**config.mk**
```make
export PLATFORM = sky130hd
export DESIGN_NAME = conv_control
export DESIGN_NICKNAME = d
export VERILOG_FILES = /design/src/hdl/conv_pkg.sv /design/src/hdl/pair_bus_if.sv /design/src/hdl/result_fifo.sv /design/src/hdl/pair_unit.sv /design/src/hdl/conv_control.sv
export SDC_FILE = /design/constraint.sdc
export NUM_CORES = 1
export LEC_CHECK = 0
export ABC_AREA = 1
export BUFFER_PORTS_ARGS = -buffer_cell sky130_fd_sc_hd__buf_4
export CORE_ASPECT_RATIO = 1.5
export CORE_MARGIN = 5
export CORE_UTILIZATION = 43
export CTS_BUF_LIST = sky130_fd_sc_hd__clkbuf_16
export DETAILED_ROUTE_END_ITERATION = 8
export GPL_TIMING_DRIVEN = 0
export PLACE_DENSITY_LB_ADDON = 0.15
export SLEW_MARGIN = 40
export SYNTH_ARGS = -nofsm -noshare
export SYNTH_HDL_FRONTEND = slang
export SYNTH_SLANG_ARGS = --single-unit
```
**constraint.sdc**
```tcl
create_clock -name clk_sys -period 4.66 [get_ports clk_sys]
set_input_delay 0.466 -clock clk_sys [delete_from_list [all_inputs] [get_ports clk_sys]]
set_output_delay 0.466 -clock clk_sys [all_outputs]
set_load 0.01 [all_outputs]
```
**src/hdl/conv_pkg.sv**
```systemverilog
// Shared constants and types of the six-channel pair conversion control.
package conv_pkg;

  // ==========================================================================
  // Structure
  localparam int NUM_PAIRS  = 3;
  localparam int NUM_CH     = 6;
  localparam int CHAN_W     = 3;
  localparam int RES_BITS   = 16;
  localparam int FIFO_DEPTH = 4;

  // ==========================================================================
  // Timing, from the 250 MHz system clock
  localparam int CLK_PERIOD_NS = 4;
  localparam int APERTURE_NS   = 10;
  localparam int CONV_TIME_NS  = 3000;
  // A least time rounds up, a longest time rounds down.
  localparam int APER_CYC = (APERTURE_NS + CLK_PERIOD_NS - 1) / CLK_PERIOD_NS;
  localparam int CONV_CYC = CONV_TIME_NS / CLK_PERIOD_NS;
  localparam int CNT_W    = 10;

  // ==========================================================================
  // Encodings
  localparam logic RANGE_4X = 1'h0;
  localparam logic RANGE_2X = 1'h1;
  localparam logic SRC_HW   = 1'h0;
  localparam logic SRC_SW   = 1'h1;

  typedef enum logic [1:0] {
    PAIR_IDLE,
    PAIR_APERTURE,
    PAIR_CONVERT
  } pair_state_t;

endpackage

```
**src/hdl/pair_bus_if.sv**
```systemverilog
// Signals between the conversion control and one channel-pair sequencer.
`timescale 1ns/1ns
interface pair_bus_if;
  logic start;
  logic rangeSel;
  logic rangeUsed;
  logic hold;
  logic busy;
  logic done;

  modport ctrl (output start, output rangeSel, input rangeUsed, input hold,
                input busy, input done);
  modport unit (input start, input rangeSel, output rangeUsed, output hold,
                output busy, output done);
endinterface

```
**src/hdl/result_fifo.sv**
```systemverilog
// Small flip-flop FIFO for conversion result words.
`timescale 1ns/1ns
module result_fifo #(
  parameter int WIDTH = 20,
  parameter int DEPTH = 4
) (
  // Clock and reset
  input  wire logic             clk_sys,
  input  wire logic             resetn,
  // Fill side
  input  wire logic             inValid,
  output logic                  inReady,
  input  wire logic [WIDTH-1:0] inData,
  // Drain side
  output logic                  outValid,
  input  wire logic             outReady,
  output logic [WIDTH-1:0]      outData
);
  localparam int PTR_W = $clog2(DEPTH);

  logic [WIDTH-1:0] memQ [DEPTH];
  logic [PTR_W-1:0] wrPtrQ;
  logic [PTR_W-1:0] rdPtrQ;
  logic [PTR_W:0]   countQ;
  logic             push;
  logic             pop;

  assign inReady  = (countQ != (PTR_W+1)'(DEPTH));
  assign outValid = (countQ != '0);
  assign outData  = memQ[rdPtrQ];
  assign push     = inValid && inReady;
  assign pop      = outValid && outReady;

  always_ff @(posedge clk_sys) begin
    if (push) begin
      memQ[wrPtrQ] <= inData;
    end
  end

  always_ff @(posedge clk_sys) begin
    if (!resetn) begin
      wrPtrQ <= '0;
      rdPtrQ <= '0;
      countQ <= '0;
    end else begin
      if (push) begin
        wrPtrQ <= (wrPtrQ == PTR_W'(DEPTH - 1)) ? '0 : wrPtrQ + 1'b1;
      end
      if (pop) begin
        rdPtrQ <= (rdPtrQ == PTR_W'(DEPTH - 1)) ? '0 : rdPtrQ + 1'b1;
      end
      if (push && !pop) begin
        countQ <= countQ + 1'b1;
      end else if (pop && !push) begin
        countQ <= countQ - 1'b1;
      end
    end
  end

  a_fifo_no_overflow: assert property (@(posedge clk_sys) disable iff (!resetn)
    countQ == (PTR_W+1)'(DEPTH) && !pop |=> countQ == (PTR_W+1)'(DEPTH) && $stable(wrPtrQ))
    else $error("FIFO accepts data while full.");
endmodule

```
**src/hdl/pair_unit.sv**
```systemverilog
// Sequencer of one channel pair: aperture delay, hold and timed conversion.
`timescale 1ns/1ns
module pair_unit
  import conv_pkg::*;
(
  // Clock and reset
  input  wire logic clk_sys,
  input  wire logic resetn,
  // Link to the conversion control
  pair_bus_if.unit  bus
);
  pair_state_t      stateQ;
  logic [CNT_W-1:0] cntQ;
  logic             holdQ;
  logic             busyQ;
  logic             doneQ;
  logic             rangeQ;
  logic [15:0]      holdLenQ;

  assign bus.hold      = holdQ;
  assign bus.busy      = busyQ;
  assign bus.done      = doneQ;
  assign bus.rangeUsed = rangeQ;

  // A start while busy is not looked at; the running conversion goes on.
  always_ff @(posedge clk_sys) begin
    if (!resetn) begin
      stateQ <= PAIR_IDLE;
      cntQ   <= '0;
      holdQ  <= 1'h0;
      busyQ  <= 1'h0;
      doneQ  <= 1'h0;
    end else begin
      doneQ <= 1'h0;
      case (stateQ)
        PAIR_IDLE: begin
          if (bus.start) begin
            busyQ  <= 1'h1;
            cntQ   <= CNT_W'(APER_CYC - 1);
            stateQ <= PAIR_APERTURE;
          end
        end
        PAIR_APERTURE: begin
          if (cntQ == '0) begin
            holdQ  <= 1'h1;
            cntQ   <= CNT_W'(CONV_CYC - 1);
            stateQ <= PAIR_CONVERT;
          end else begin
            cntQ <= cntQ - 1'b1;
          end
        end
        PAIR_CONVERT: begin
          if (cntQ == '0) begin
            busyQ  <= 1'h0;
            holdQ  <= 1'h0;
            doneQ  <= 1'h1;
            stateQ <= PAIR_IDLE;
          end else begin
            cntQ <= cntQ - 1'b1;
          end
        end
        default: begin
          stateQ <= PAIR_IDLE;
        end
      endcase
    end
  end

  // The range is frozen at the start so a change mid-conversion cannot hit it.
  always_ff @(posedge clk_sys) begin
    if (!resetn) begin
      rangeQ <= RANGE_4X;
    end else if (bus.start && stateQ == PAIR_IDLE) begin
      rangeQ <= bus.rangeSel;
    end
  end

  always_ff @(posedge clk_sys) begin
    if (!resetn) begin
      holdLenQ <= '0;
    end else begin
      holdLenQ <= holdQ ? holdLenQ + 1'b1 : '0;
    end
  end

  a_busy_after_start: assert property (@(posedge clk_sys) disable iff (!resetn)
    bus.start && !busyQ |=> busyQ)
    else $error("Busy did not rise after a start.");
  a_hold_aperture: assert property (@(posedge clk_sys) disable iff (!resetn)
    $rose(busyQ) |-> !holdQ ##1 !holdQ ##1 !holdQ ##1 holdQ)
    else $error("Hold did not follow the start after the aperture delay.");
  a_conv_length: assert property (@(posedge clk_sys) disable iff (!resetn)
    $fell(holdQ) |-> holdLenQ == 16'(CONV_CYC))
    else $error("Conversion length differs from the conversion time.");
  a_busy_end_track: assert property (@(posedge clk_sys) disable iff (!resetn)
    $fell(busyQ) |-> $fell(holdQ) && doneQ)
    else $error("Track did not resume at the end of busy.");
  a_no_restart: assert property (@(posedge clk_sys) disable iff (!resetn)
    holdQ && bus.start && cntQ != '0 |=> holdQ && cntQ == $past(cntQ) - 1'b1)
    else $error("A start disturbed a running conversion.");
  c_one_conversion: cover property (@(posedge clk_sys) disable iff (!resetn)
    $fell(busyQ));
endmodule

```
**src/hdl/conv_control.sv**
```systemverilog
// Conversion control of a six-channel converter built from three channel pairs.
`timescale 1ns/1ns

module conv_control
  import conv_pkg::*;
#(
  parameter int RES = RES_BITS
) (
  // Clock and reset
  input  wire logic                  clk_sys,
  input  wire logic                  resetn,
  // Conversion starts from the host
  input  wire logic                  pairOneStart,
  input  wire logic                  pairTwoStart,
  input  wire logic                  pairThreeStart,
  // Mode pins
  input  wire logic                  selectSource,
  input  wire logic                  serialMode,
  input  wire logic                  rangePin,
  // Control register bits
  input  wire logic [NUM_PAIRS-1:0]  pairSelect,
  input  wire logic [NUM_PAIRS-1:0]  rangeSelectBits,
  // Converter core, offset binary per channel
  input  wire logic [NUM_CH*RES-1:0] channelLevel,
  // Status
  output logic                       busy,
  output logic [NUM_PAIRS-1:0]       holdPair,
  // Result read-out
  output logic                       resultValid,
  input  wire logic                  resultReady,
  output logic [RES+CHAN_W:0]        resultData
);
  localparam int WORD_W = RES + CHAN_W + 1;
  localparam int PIN_N  = NUM_PAIRS + 3;

  // ==========================================================================
  // Pin synchronisers
  logic [PIN_N-1:0]     pinMetaQ;
  logic [PIN_N-1:0]     pinSyncQ;
  logic [NUM_PAIRS-1:0] startPrevQ;
  logic [NUM_PAIRS-1:0] startEdge;
  logic [NUM_PAIRS-1:0] startReq;
  logic                 srcSync;
  logic                 serialSync;
  logic                 rangeSync;

  always_ff @(posedge clk_sys) begin
    if (!resetn) begin
      pinMetaQ   <= '0;
      pinSyncQ   <= '0;
      startPrevQ <= '0;
    end else begin
      pinMetaQ   <= {rangePin, serialMode, selectSource,
                     pairThreeStart, pairTwoStart, pairOneStart};
      pinSyncQ   <= pinMetaQ;
      startPrevQ <= pinSyncQ[NUM_PAIRS-1:0];
    end
  end

  assign srcSync    = pinSyncQ[NUM_PAIRS];
  assign serialSync = pinSyncQ[NUM_PAIRS+1];
  assign rangeSync  = pinSyncQ[NUM_PAIRS+2];
  // All three edges share one sampling path, so tied starts stay aligned.
  assign startEdge  = pinSyncQ[NUM_PAIRS-1:0] & ~startPrevQ;

  // ==========================================================================
  // Pair selection
  always_comb begin
    if (srcSync == SRC_HW) begin
      startReq = startEdge;
    end else if (serialSync) begin
      startReq = {NUM_PAIRS{startEdge[0]}} & pairSelect;
    end else begin
      startReq = startEdge & pairSelect;
    end
  end

  // ==========================================================================
  // Range for the next conversion
  logic                 busyQ;
  logic                 busyFall;
  logic                 rangeHwQ;
  logic [NUM_PAIRS-1:0] pairBusy;

  // High in the cycle whose edge drops busy, so the pin is taken at that very edge.
  assign busyFall = busyQ && ~|pairBusy;

  // A pin change during a conversion only reaches the conversion after it.
  always_ff @(posedge clk_sys) begin
    if (!resetn) begin
      rangeHwQ <= RANGE_4X;
    end else if (busyFall) begin
      rangeHwQ <= rangeSync;
    end
  end

  // ==========================================================================
  // Pair sequencers and sample capture
  logic [NUM_PAIRS-1:0] pairHold;
  logic [NUM_PAIRS-1:0] pairDone;
  logic [NUM_PAIRS-1:0] pairRange;
  logic [NUM_PAIRS-1:0] holdPrevQ;
  logic [RES-1:0]       sampleQ [NUM_CH];
  logic [RES-1:0]       resultQ [NUM_CH];
  logic [NUM_CH-1:0]    rangeTagQ;

  genvar p;
  generate
    for (p = 0; p < NUM_PAIRS; p++) begin : g_pair
      pair_bus_if pbus ();

      assign pbus.start    = startReq[p];
      assign pbus.rangeSel = (srcSync == SRC_HW) ? rangeHwQ : rangeSelectBits[p];
      assign pairBusy[p]   = pbus.busy;
      assign pairHold[p]   = pbus.hold;
      assign pairDone[p]   = pbus.done;
      assign pairRange[p]  = pbus.rangeUsed;

      pair_unit u_pair (
        .clk_sys (clk_sys),
        .resetn  (resetn),
        .bus     (pbus.unit)
      );

      // Both channels of a pair are caught at the same edge.
      always_ff @(posedge clk_sys) begin
        if (!resetn) begin
          holdPrevQ[p]  <= 1'h0;
          sampleQ[2*p]   <= '0;
          sampleQ[2*p+1] <= '0;
        end else begin
          holdPrevQ[p] <= pairHold[p];
          if (pairHold[p] && !holdPrevQ[p]) begin
            sampleQ[2*p]   <= channelLevel[(2*p)*RES +: RES];
            sampleQ[2*p+1] <= channelLevel[(2*p+1)*RES +: RES];
          end
        end
      end

      // Offset binary becomes two's complement by inverting the sign bit.
      always_ff @(posedge clk_sys) begin
        if (!resetn) begin
          resultQ[2*p]   <= '0;
          resultQ[2*p+1] <= '0;
          rangeTagQ[2*p+1 -: 2] <= '0;
        end else if (pairDone[p]) begin
          resultQ[2*p]   <= {~sampleQ[2*p][RES-1], sampleQ[2*p][RES-2:0]};
          resultQ[2*p+1] <= {~sampleQ[2*p+1][RES-1], sampleQ[2*p+1][RES-2:0]};
          rangeTagQ[2*p+1 -: 2] <= {2{pairRange[p]}};
        end
      end
    end
  endgenerate

  // ==========================================================================
  // Status outputs
  always_ff @(posedge clk_sys) begin
    if (!resetn) begin
      busyQ    <= 1'h0;
      holdPair <= '0;
    end else begin
      busyQ    <= |pairBusy;
      holdPair <= pairHold;
    end
  end

  assign busy = busyQ;

  // ==========================================================================
  // Result queue
  logic [NUM_CH-1:0] pendingQ;
  logic [NUM_CH-1:0] pendingSet;
  logic [NUM_CH-1:0] pendingClr;
  logic [CHAN_W-1:0] nextChan;
  logic              pushValid;
  logic              pushReady;
  logic [WORD_W-1:0] pushData;
  logic              fifoValid;
  logic              fifoPop;
  logic [WORD_W-1:0] fifoData;

  function automatic logic [CHAN_W-1:0] first_set(input logic [NUM_CH-1:0] v);
    logic [CHAN_W-1:0] idx;
    idx = '0;
    for (int i = NUM_CH - 1; i >= 0; i--) begin
      if (v[i]) begin
        idx = CHAN_W'(i);
      end
    end
    return idx;
  endfunction

  assign nextChan  = first_set(pendingQ);
  assign pushValid = |pendingQ;
  assign pushData  = {rangeTagQ[nextChan], nextChan, resultQ[nextChan]};

  always_comb begin
    for (int i = 0; i < NUM_CH; i++) begin
      pendingSet[i] = pairDone[i/2];
      pendingClr[i] = pushValid && pushReady && (nextChan == CHAN_W'(i));
    end
  end

  // A new result wins over the clear of the same channel in one cycle.
  always_ff @(posedge clk_sys) begin
    if (!resetn) begin
      pendingQ <= '0;
    end else begin
      pendingQ <= (pendingQ & ~pendingClr) | pendingSet;
    end
  end

  result_fifo #(
    .WIDTH (WORD_W),
    .DEPTH (FIFO_DEPTH)
  ) u_fifo (
    .clk_sys  (clk_sys),
    .resetn   (resetn),
    .inValid  (pushValid),
    .inReady  (pushReady),
    .inData   (pushData),
    .outValid (fifoValid),
    .outReady (fifoPop),
    .outData  (fifoData)
  );

  // The output register keeps a word until the host takes it.
  assign fifoPop = fifoValid && (!resultValid || resultReady);

  always_ff @(posedge clk_sys) begin
    if (!resetn) begin
      resultValid <= 1'h0;
      resultData  <= '0;
    end else if (fifoPop) begin
      resultValid <= 1'h1;
      resultData  <= fifoData;
    end else if (resultReady) begin
      resultValid <= 1'h0;
    end
  end

  // ==========================================================================
  // Checks
  a_start_mapping: assert property (@(posedge clk_sys) disable iff (!resetn)
    srcSync == SRC_HW && startEdge[1] && !pairBusy[1] |=> pairBusy[1])
    else $error("Start two did not start the second pair.");
  a_tied_starts: assert property (@(posedge clk_sys) disable iff (!resetn)
    srcSync == SRC_HW && &startEdge && ~|pairBusy |=> &pairBusy ##4 &pairHold)
    else $error("Tied starts did not hold all pairs together.");
  a_serial_select: assert property (@(posedge clk_sys) disable iff (!resetn)
    srcSync == SRC_SW && serialSync && startEdge[0] |-> startReq == pairSelect)
    else $error("Serial software start did not follow the pair selection.");
  a_range_capture: assert property (@(posedge clk_sys) disable iff (!resetn)
    busyFall |=> rangeHwQ == $past(rangeSync))
    else $error("Range pin not taken at the end of busy.");
  a_twos_comp: assert property (@(posedge clk_sys) disable iff (!resetn)
    pairDone[0] |=> resultQ[0][RES-1] == !$past(sampleQ[0][RES-1]))
    else $error("Result sign bit not coded as two's complement.");
  a_result_stable: assert property (@(posedge clk_sys) disable iff (!resetn)
    resultValid && !resultReady |=> resultValid && $stable(resultData))
    else $error("Output register changed before it was read.");
  a_busy_tracks: assert property (@(posedge clk_sys) disable iff (!resetn)
    $fell(busyQ) |-> $past(pairBusy) == '0)
    else $error("Busy fell while a pair still converted.");
  a_busy_follows: assert property (@(posedge clk_sys) disable iff (!resetn)
    |pairBusy |=> busy)
    else $error("Busy output did not follow a converting pair.");
  a_hold_in_busy: assert property (@(posedge clk_sys) disable iff (!resetn)
    (pairHold & ~pairBusy) == '0)
    else $error("A pair held while it was not busy.");
  // The pairs are instances of one sequencer module, so checks on a single pair stand for all three.
  a_sample_caught: assert property (@(posedge clk_sys) disable iff (!resetn)
    pairHold[0] && !holdPrevQ[0] |=> sampleQ[0] == $past(channelLevel[RES-1:0]))
    else $error("Pair one sample not caught as hold began.");
  a_range_soft: assert property (@(posedge clk_sys) disable iff (!resetn)
    srcSync == SRC_SW && startReq[2] && !pairBusy[2]
    |=> pairRange[2] == $past(rangeSelectBits[2]))
    else $error("Pair three range not taken from its select bit.");
  a_pending_set: assert property (@(posedge clk_sys) disable iff (!resetn)
    pairDone[1] |=> pendingQ[3:2] == 2'h3)
    else $error("Finished pair two results not queued.");

  c_all_pairs: cover property (@(posedge clk_sys) disable iff (!resetn)
    &startReq);
  c_serial_start: cover property (@(posedge clk_sys) disable iff (!resetn)
    srcSync == SRC_SW && serialSync && |startReq);
  c_fifo_full: cover property (@(posedge clk_sys) disable iff (!resetn)
    pushValid && !pushReady);
  c_range_two: cover property (@(posedge clk_sys) disable iff (!resetn)
    busyFall ##1 rangeHwQ == RANGE_2X);
endmodule

```
==> results.md <==
- Wirelength, routed: between 30000 and 40000 µm
- RSZ-0062 raised after global routing: no
- Clk_skew: approximately 0.019 ns
- Count of cells resized by post-cts repair: 0
- Highest net fanout along the worst path: 10
- Detail Route Antenna Nets: 0
- Vias per inst: roughly 4.8
- Number of search-and-repair iterations in the first detailed-routing pass: 5
- Initial cell density of the core: 0.4337
- Flip-flop and latch count after synthesis: around 380
- Dominant combinational cell family by area after synthesis: simple AND/OR/NAND/NOR gates
- Leakage dissipation: 0.008309 µW
- Number of core rows: 87
- Root Buffer Master: sky130_fd_sc_hd__clkbuf_16
- Synth Area in XOR/XNOR: 0.004301
- Number of placed I/O pins: 136
- Number of port buffers: 135
- Kind of critical path: flop to flop
- Placer Congestion: around 0.85
- Worst vdd ir: about 0.00025 V
- CTS H-tree depth: 2
- Average instance area after synthesis: 9.443 µm²
- Layout area overhead: 18.92%
- Horizontal extent of the die: approximately 170 µm
- Vias post-DR: between 10000 and 15000
- Overflow after GRT: 0
- # clock sinks: ~380
- Share of layout cells above drive strength 1: 0.1322
- Net count of the mapped netlist: approximately 1900
- Maximum clock frequency: 398.2 MHz
- Vias in the first global route: roughly 11000
- Count of endpoints failing hold in the final timing report: 0
- Worst Max-Slew Pin Slew: approximately 0.78 ns
- Number of setup violations in the final report: 0
- Buffer count from post-CTS setup fixing: 0
- Vert. Die Dim: roughly 250 µm
- Worst path required time: 5.07 ns
- Share of Yosys cell area claimed by the top area cell type: 0.5014
- Final design utilization: 0.5158
- Average wire per standard cell: 15.68 µm
- Largest net degree at the start of global routing: 33
- Initial drt markers: ~740
- Worst setup margin: around 2.1 ns
- Die Area: 41950 µm²
- Share of the synthesized area in compound gates (AO/OA/AOI/OAI): 0.06444
- Outcome: finished clean
- Part of the cycle the worst path needs: 0.5389
- Top-count cell post-synth: sky130_fd_sc_hd__nor2_1
- Maximum clock insertion buffer count: 3
- Total CTS buffers: 37
- Unique cell type count in the Yosys netlist: 37
- Top cells by area in the synthesized netlist: sky130_fd_sc_hd__edfxtp_1, sky130_fd_sc_hd__dfxtp_1, sky130_fd_sc_hd__nor2_1, sky130_fd_sc_hd__inv_1, sky130_fd_sc_hd__nand2_1
- Final critical path time including I/O delays and setup: around 2.5 ns
- Pre-CTS worst setup slack: about 1.6 ns
- Cell area after technology mapping: 16290 µm²
- Wire length of the first global-routing pass: between 50000 and 60000 µm
- Pins Over Slew Limit: 0
- Register area share after synthesis: 0.6305
- Power per cell area: just over 400 nW/µm²
- Overall routing resource usage: 0.1807
- # hold bufs at CTS: 0
- Startpoint type of the worst setup path: flop
- Total placed cells including tap cells: ~2400
- Element type at the critical path end: flop
- Number of antenna violations at the first check in global routing: 0
- Most instantiated flip-flop cell in the synthesis netlist: sky130_fd_sc_hd__edfxtp_1
- Latest clock arrival within the worst-skew pair: around 0.53 ns
- Worst Path Arrival: between 2 and 3 ns
- Fraction of the mapped netlist area in adder cells: 0.01736
- Basic-gate share of the synthesized area counting and, or, nand and nor cells: 0.1946
- Non-filler cells in the finished layout: 2425
- Number of enable flip-flop cells after synthesis: 272
- Core ar.: 37550 µm²
- Worst slew margin relative to its limit: 0.4796
- Diode count: 0
- Fraction of synthesized area in multiplexers: 0
- Path category of the worst min-delay check: primary input to flop
- Commonest cells in the synthesized netlist: sky130_fd_sc_hd__nor2_1, sky130_fd_sc_hd__inv_1, sky130_fd_sc_hd__edfxtp_1
- Ys async rst share: 0
- Reg2Reg Setup Slack: 2.15 ns
- CTS tree: done
- Reg clk slew, reported paths: approximately 0.060 ns
- Number of max-capacitance violations reported: 0
- Leading area contributor after synthesis: sky130_fd_sc_hd__edfxtp_1
- Final net count: between 2000 and 2500
- Synthesis warning total: 0
- Placed wire-length estimate: about 28000 µm
- Count of mapped cells out of synthesis: ~1700
- Total DRC errors in the routed layout: 0
-- sequential cells by signal (all words and copies together) (netlist names), 6 cells and up --
register and cells:
u_fifo.memQ 80, resultQ 96, pendingQ 6, pinMetaQ 6, resultData 20, g_pair.u_pair.cntQ 30
sampleQ 96, pinSyncQ 6, g_pair.u_pair.stateQ 6
-- worst max-delay path, stage by stage (launching register included) --
cell and delay (ns):
sky130_fd_sc_hd__dfxtp_1 0.52, sky130_fd_sc_hd__nor2_2 0.18, sky130_fd_sc_hd__nand4_1 0.14, sky130_fd_sc_hd__nand2_2 0.22, sky130_fd_sc_hd__inv_2 0.20, sky130_fd_sc_hd__ha_1 0.16, sky130_fd_sc_hd__inv_1 0.07, sky130_fd_sc_hd__fa_1 0.43
sky130_fd_sc_hd__a21oi_1 0.14, sky130_fd_sc_hd__o21ai_0 0.11, sky130_fd_sc_hd__o21ai_0 0.16, sky130_fd_sc_hd__a21oi_1 0.06
-- area by class of cell --
class	count	area (µm²)
buffer	72	317.8
clock buffer	39	975.9
clock inverter	28	210.2
fill	3463	18180
inverter	301	1130
multi-input combinational	975	4644
sequential	377	10270
tap	489	611.8
timing repair buffer	144	1211
-- through the flow --
step	cell area, µm²	power, µW	hold slack [ns]	setup TNS, ns
2_1_floorplan	16290	4685	0.3905	0
3_3_place_gp	17910	5170	0.3999	-2.284
3_5_place_dp	18180	5204	0.4052	0
4_1_cts	19370	8139	0.09910	0
5_1_grt	19370	8427	0.1184	0
6_report	19370	8039	0.1267	0
-- path summary, 6_finish.rpt --
check	startpoint	endpoint	depth (start not counted)
worst max-delay path	pendingQ[0]	u_fifo.countQ[2]	11
worst min-delay path	pairThreeStart	pinMetaQ[2]	3
worst min register to register	pinMetaQ[2]	pinSyncQ[2]	2
worst max register to register	pendingQ[0]	u_fifo.countQ[2]	11
-- cells in the final DEF, fill, tap and decap left out, drive strengths merged --
master    synthesis  layout
inv             301     306
nand3            68      68
nand2           239     239
a22oi             1       1
fa                1       1
xnor2             3       3
a31oi            25      25
clkinv            0      18
bufinv            0       3
a211oi            2       2
o211ai            2       2
edfxtp          272     272
xor2              5       5
o21ai           110     110
nand3b           20      20
a21oi            53      53
nor3             10      10
buf              24     168
or2               3       3
clkinvlp          0       2
ha               21      21
nand4            39      39
clkbuf           48      87
nor2            373     373
dfxtp           105     105
-- logic make-up after synthesis --
group | count (synthesis)
buffers and inverters | 373
AOI/OAI and AO/OA | 193
DFF | 377
adders and majority gates | 22
and+or+nand+nor | 752
xor gates and xnor gates | 8
-- report_power, final --
| part | internal (µW) | total (µW) | switching [µW] |
|---|---|---|---|
| registers | 3800 | 3900 | 98.4 |
| clock network | 1680 | 2920 | 1240 |
| logic | 437 | 1220 | 781 |
| total | 5920 | 8040 | 2120 |
-- per-layer routing --
metal	wire [µm]	global-route usage	share of wire	up-vias
met5	0	0	0	-
met4	1017	0.05732	0.027	0
met3	1533	0.02715	0.040	65
met2	20440	0.3428	0.54	248
met1	15030	0.2080	0.40	5433
li1	-	-	-	5914
Note: power is estimated with default switching activity, not from simulation.
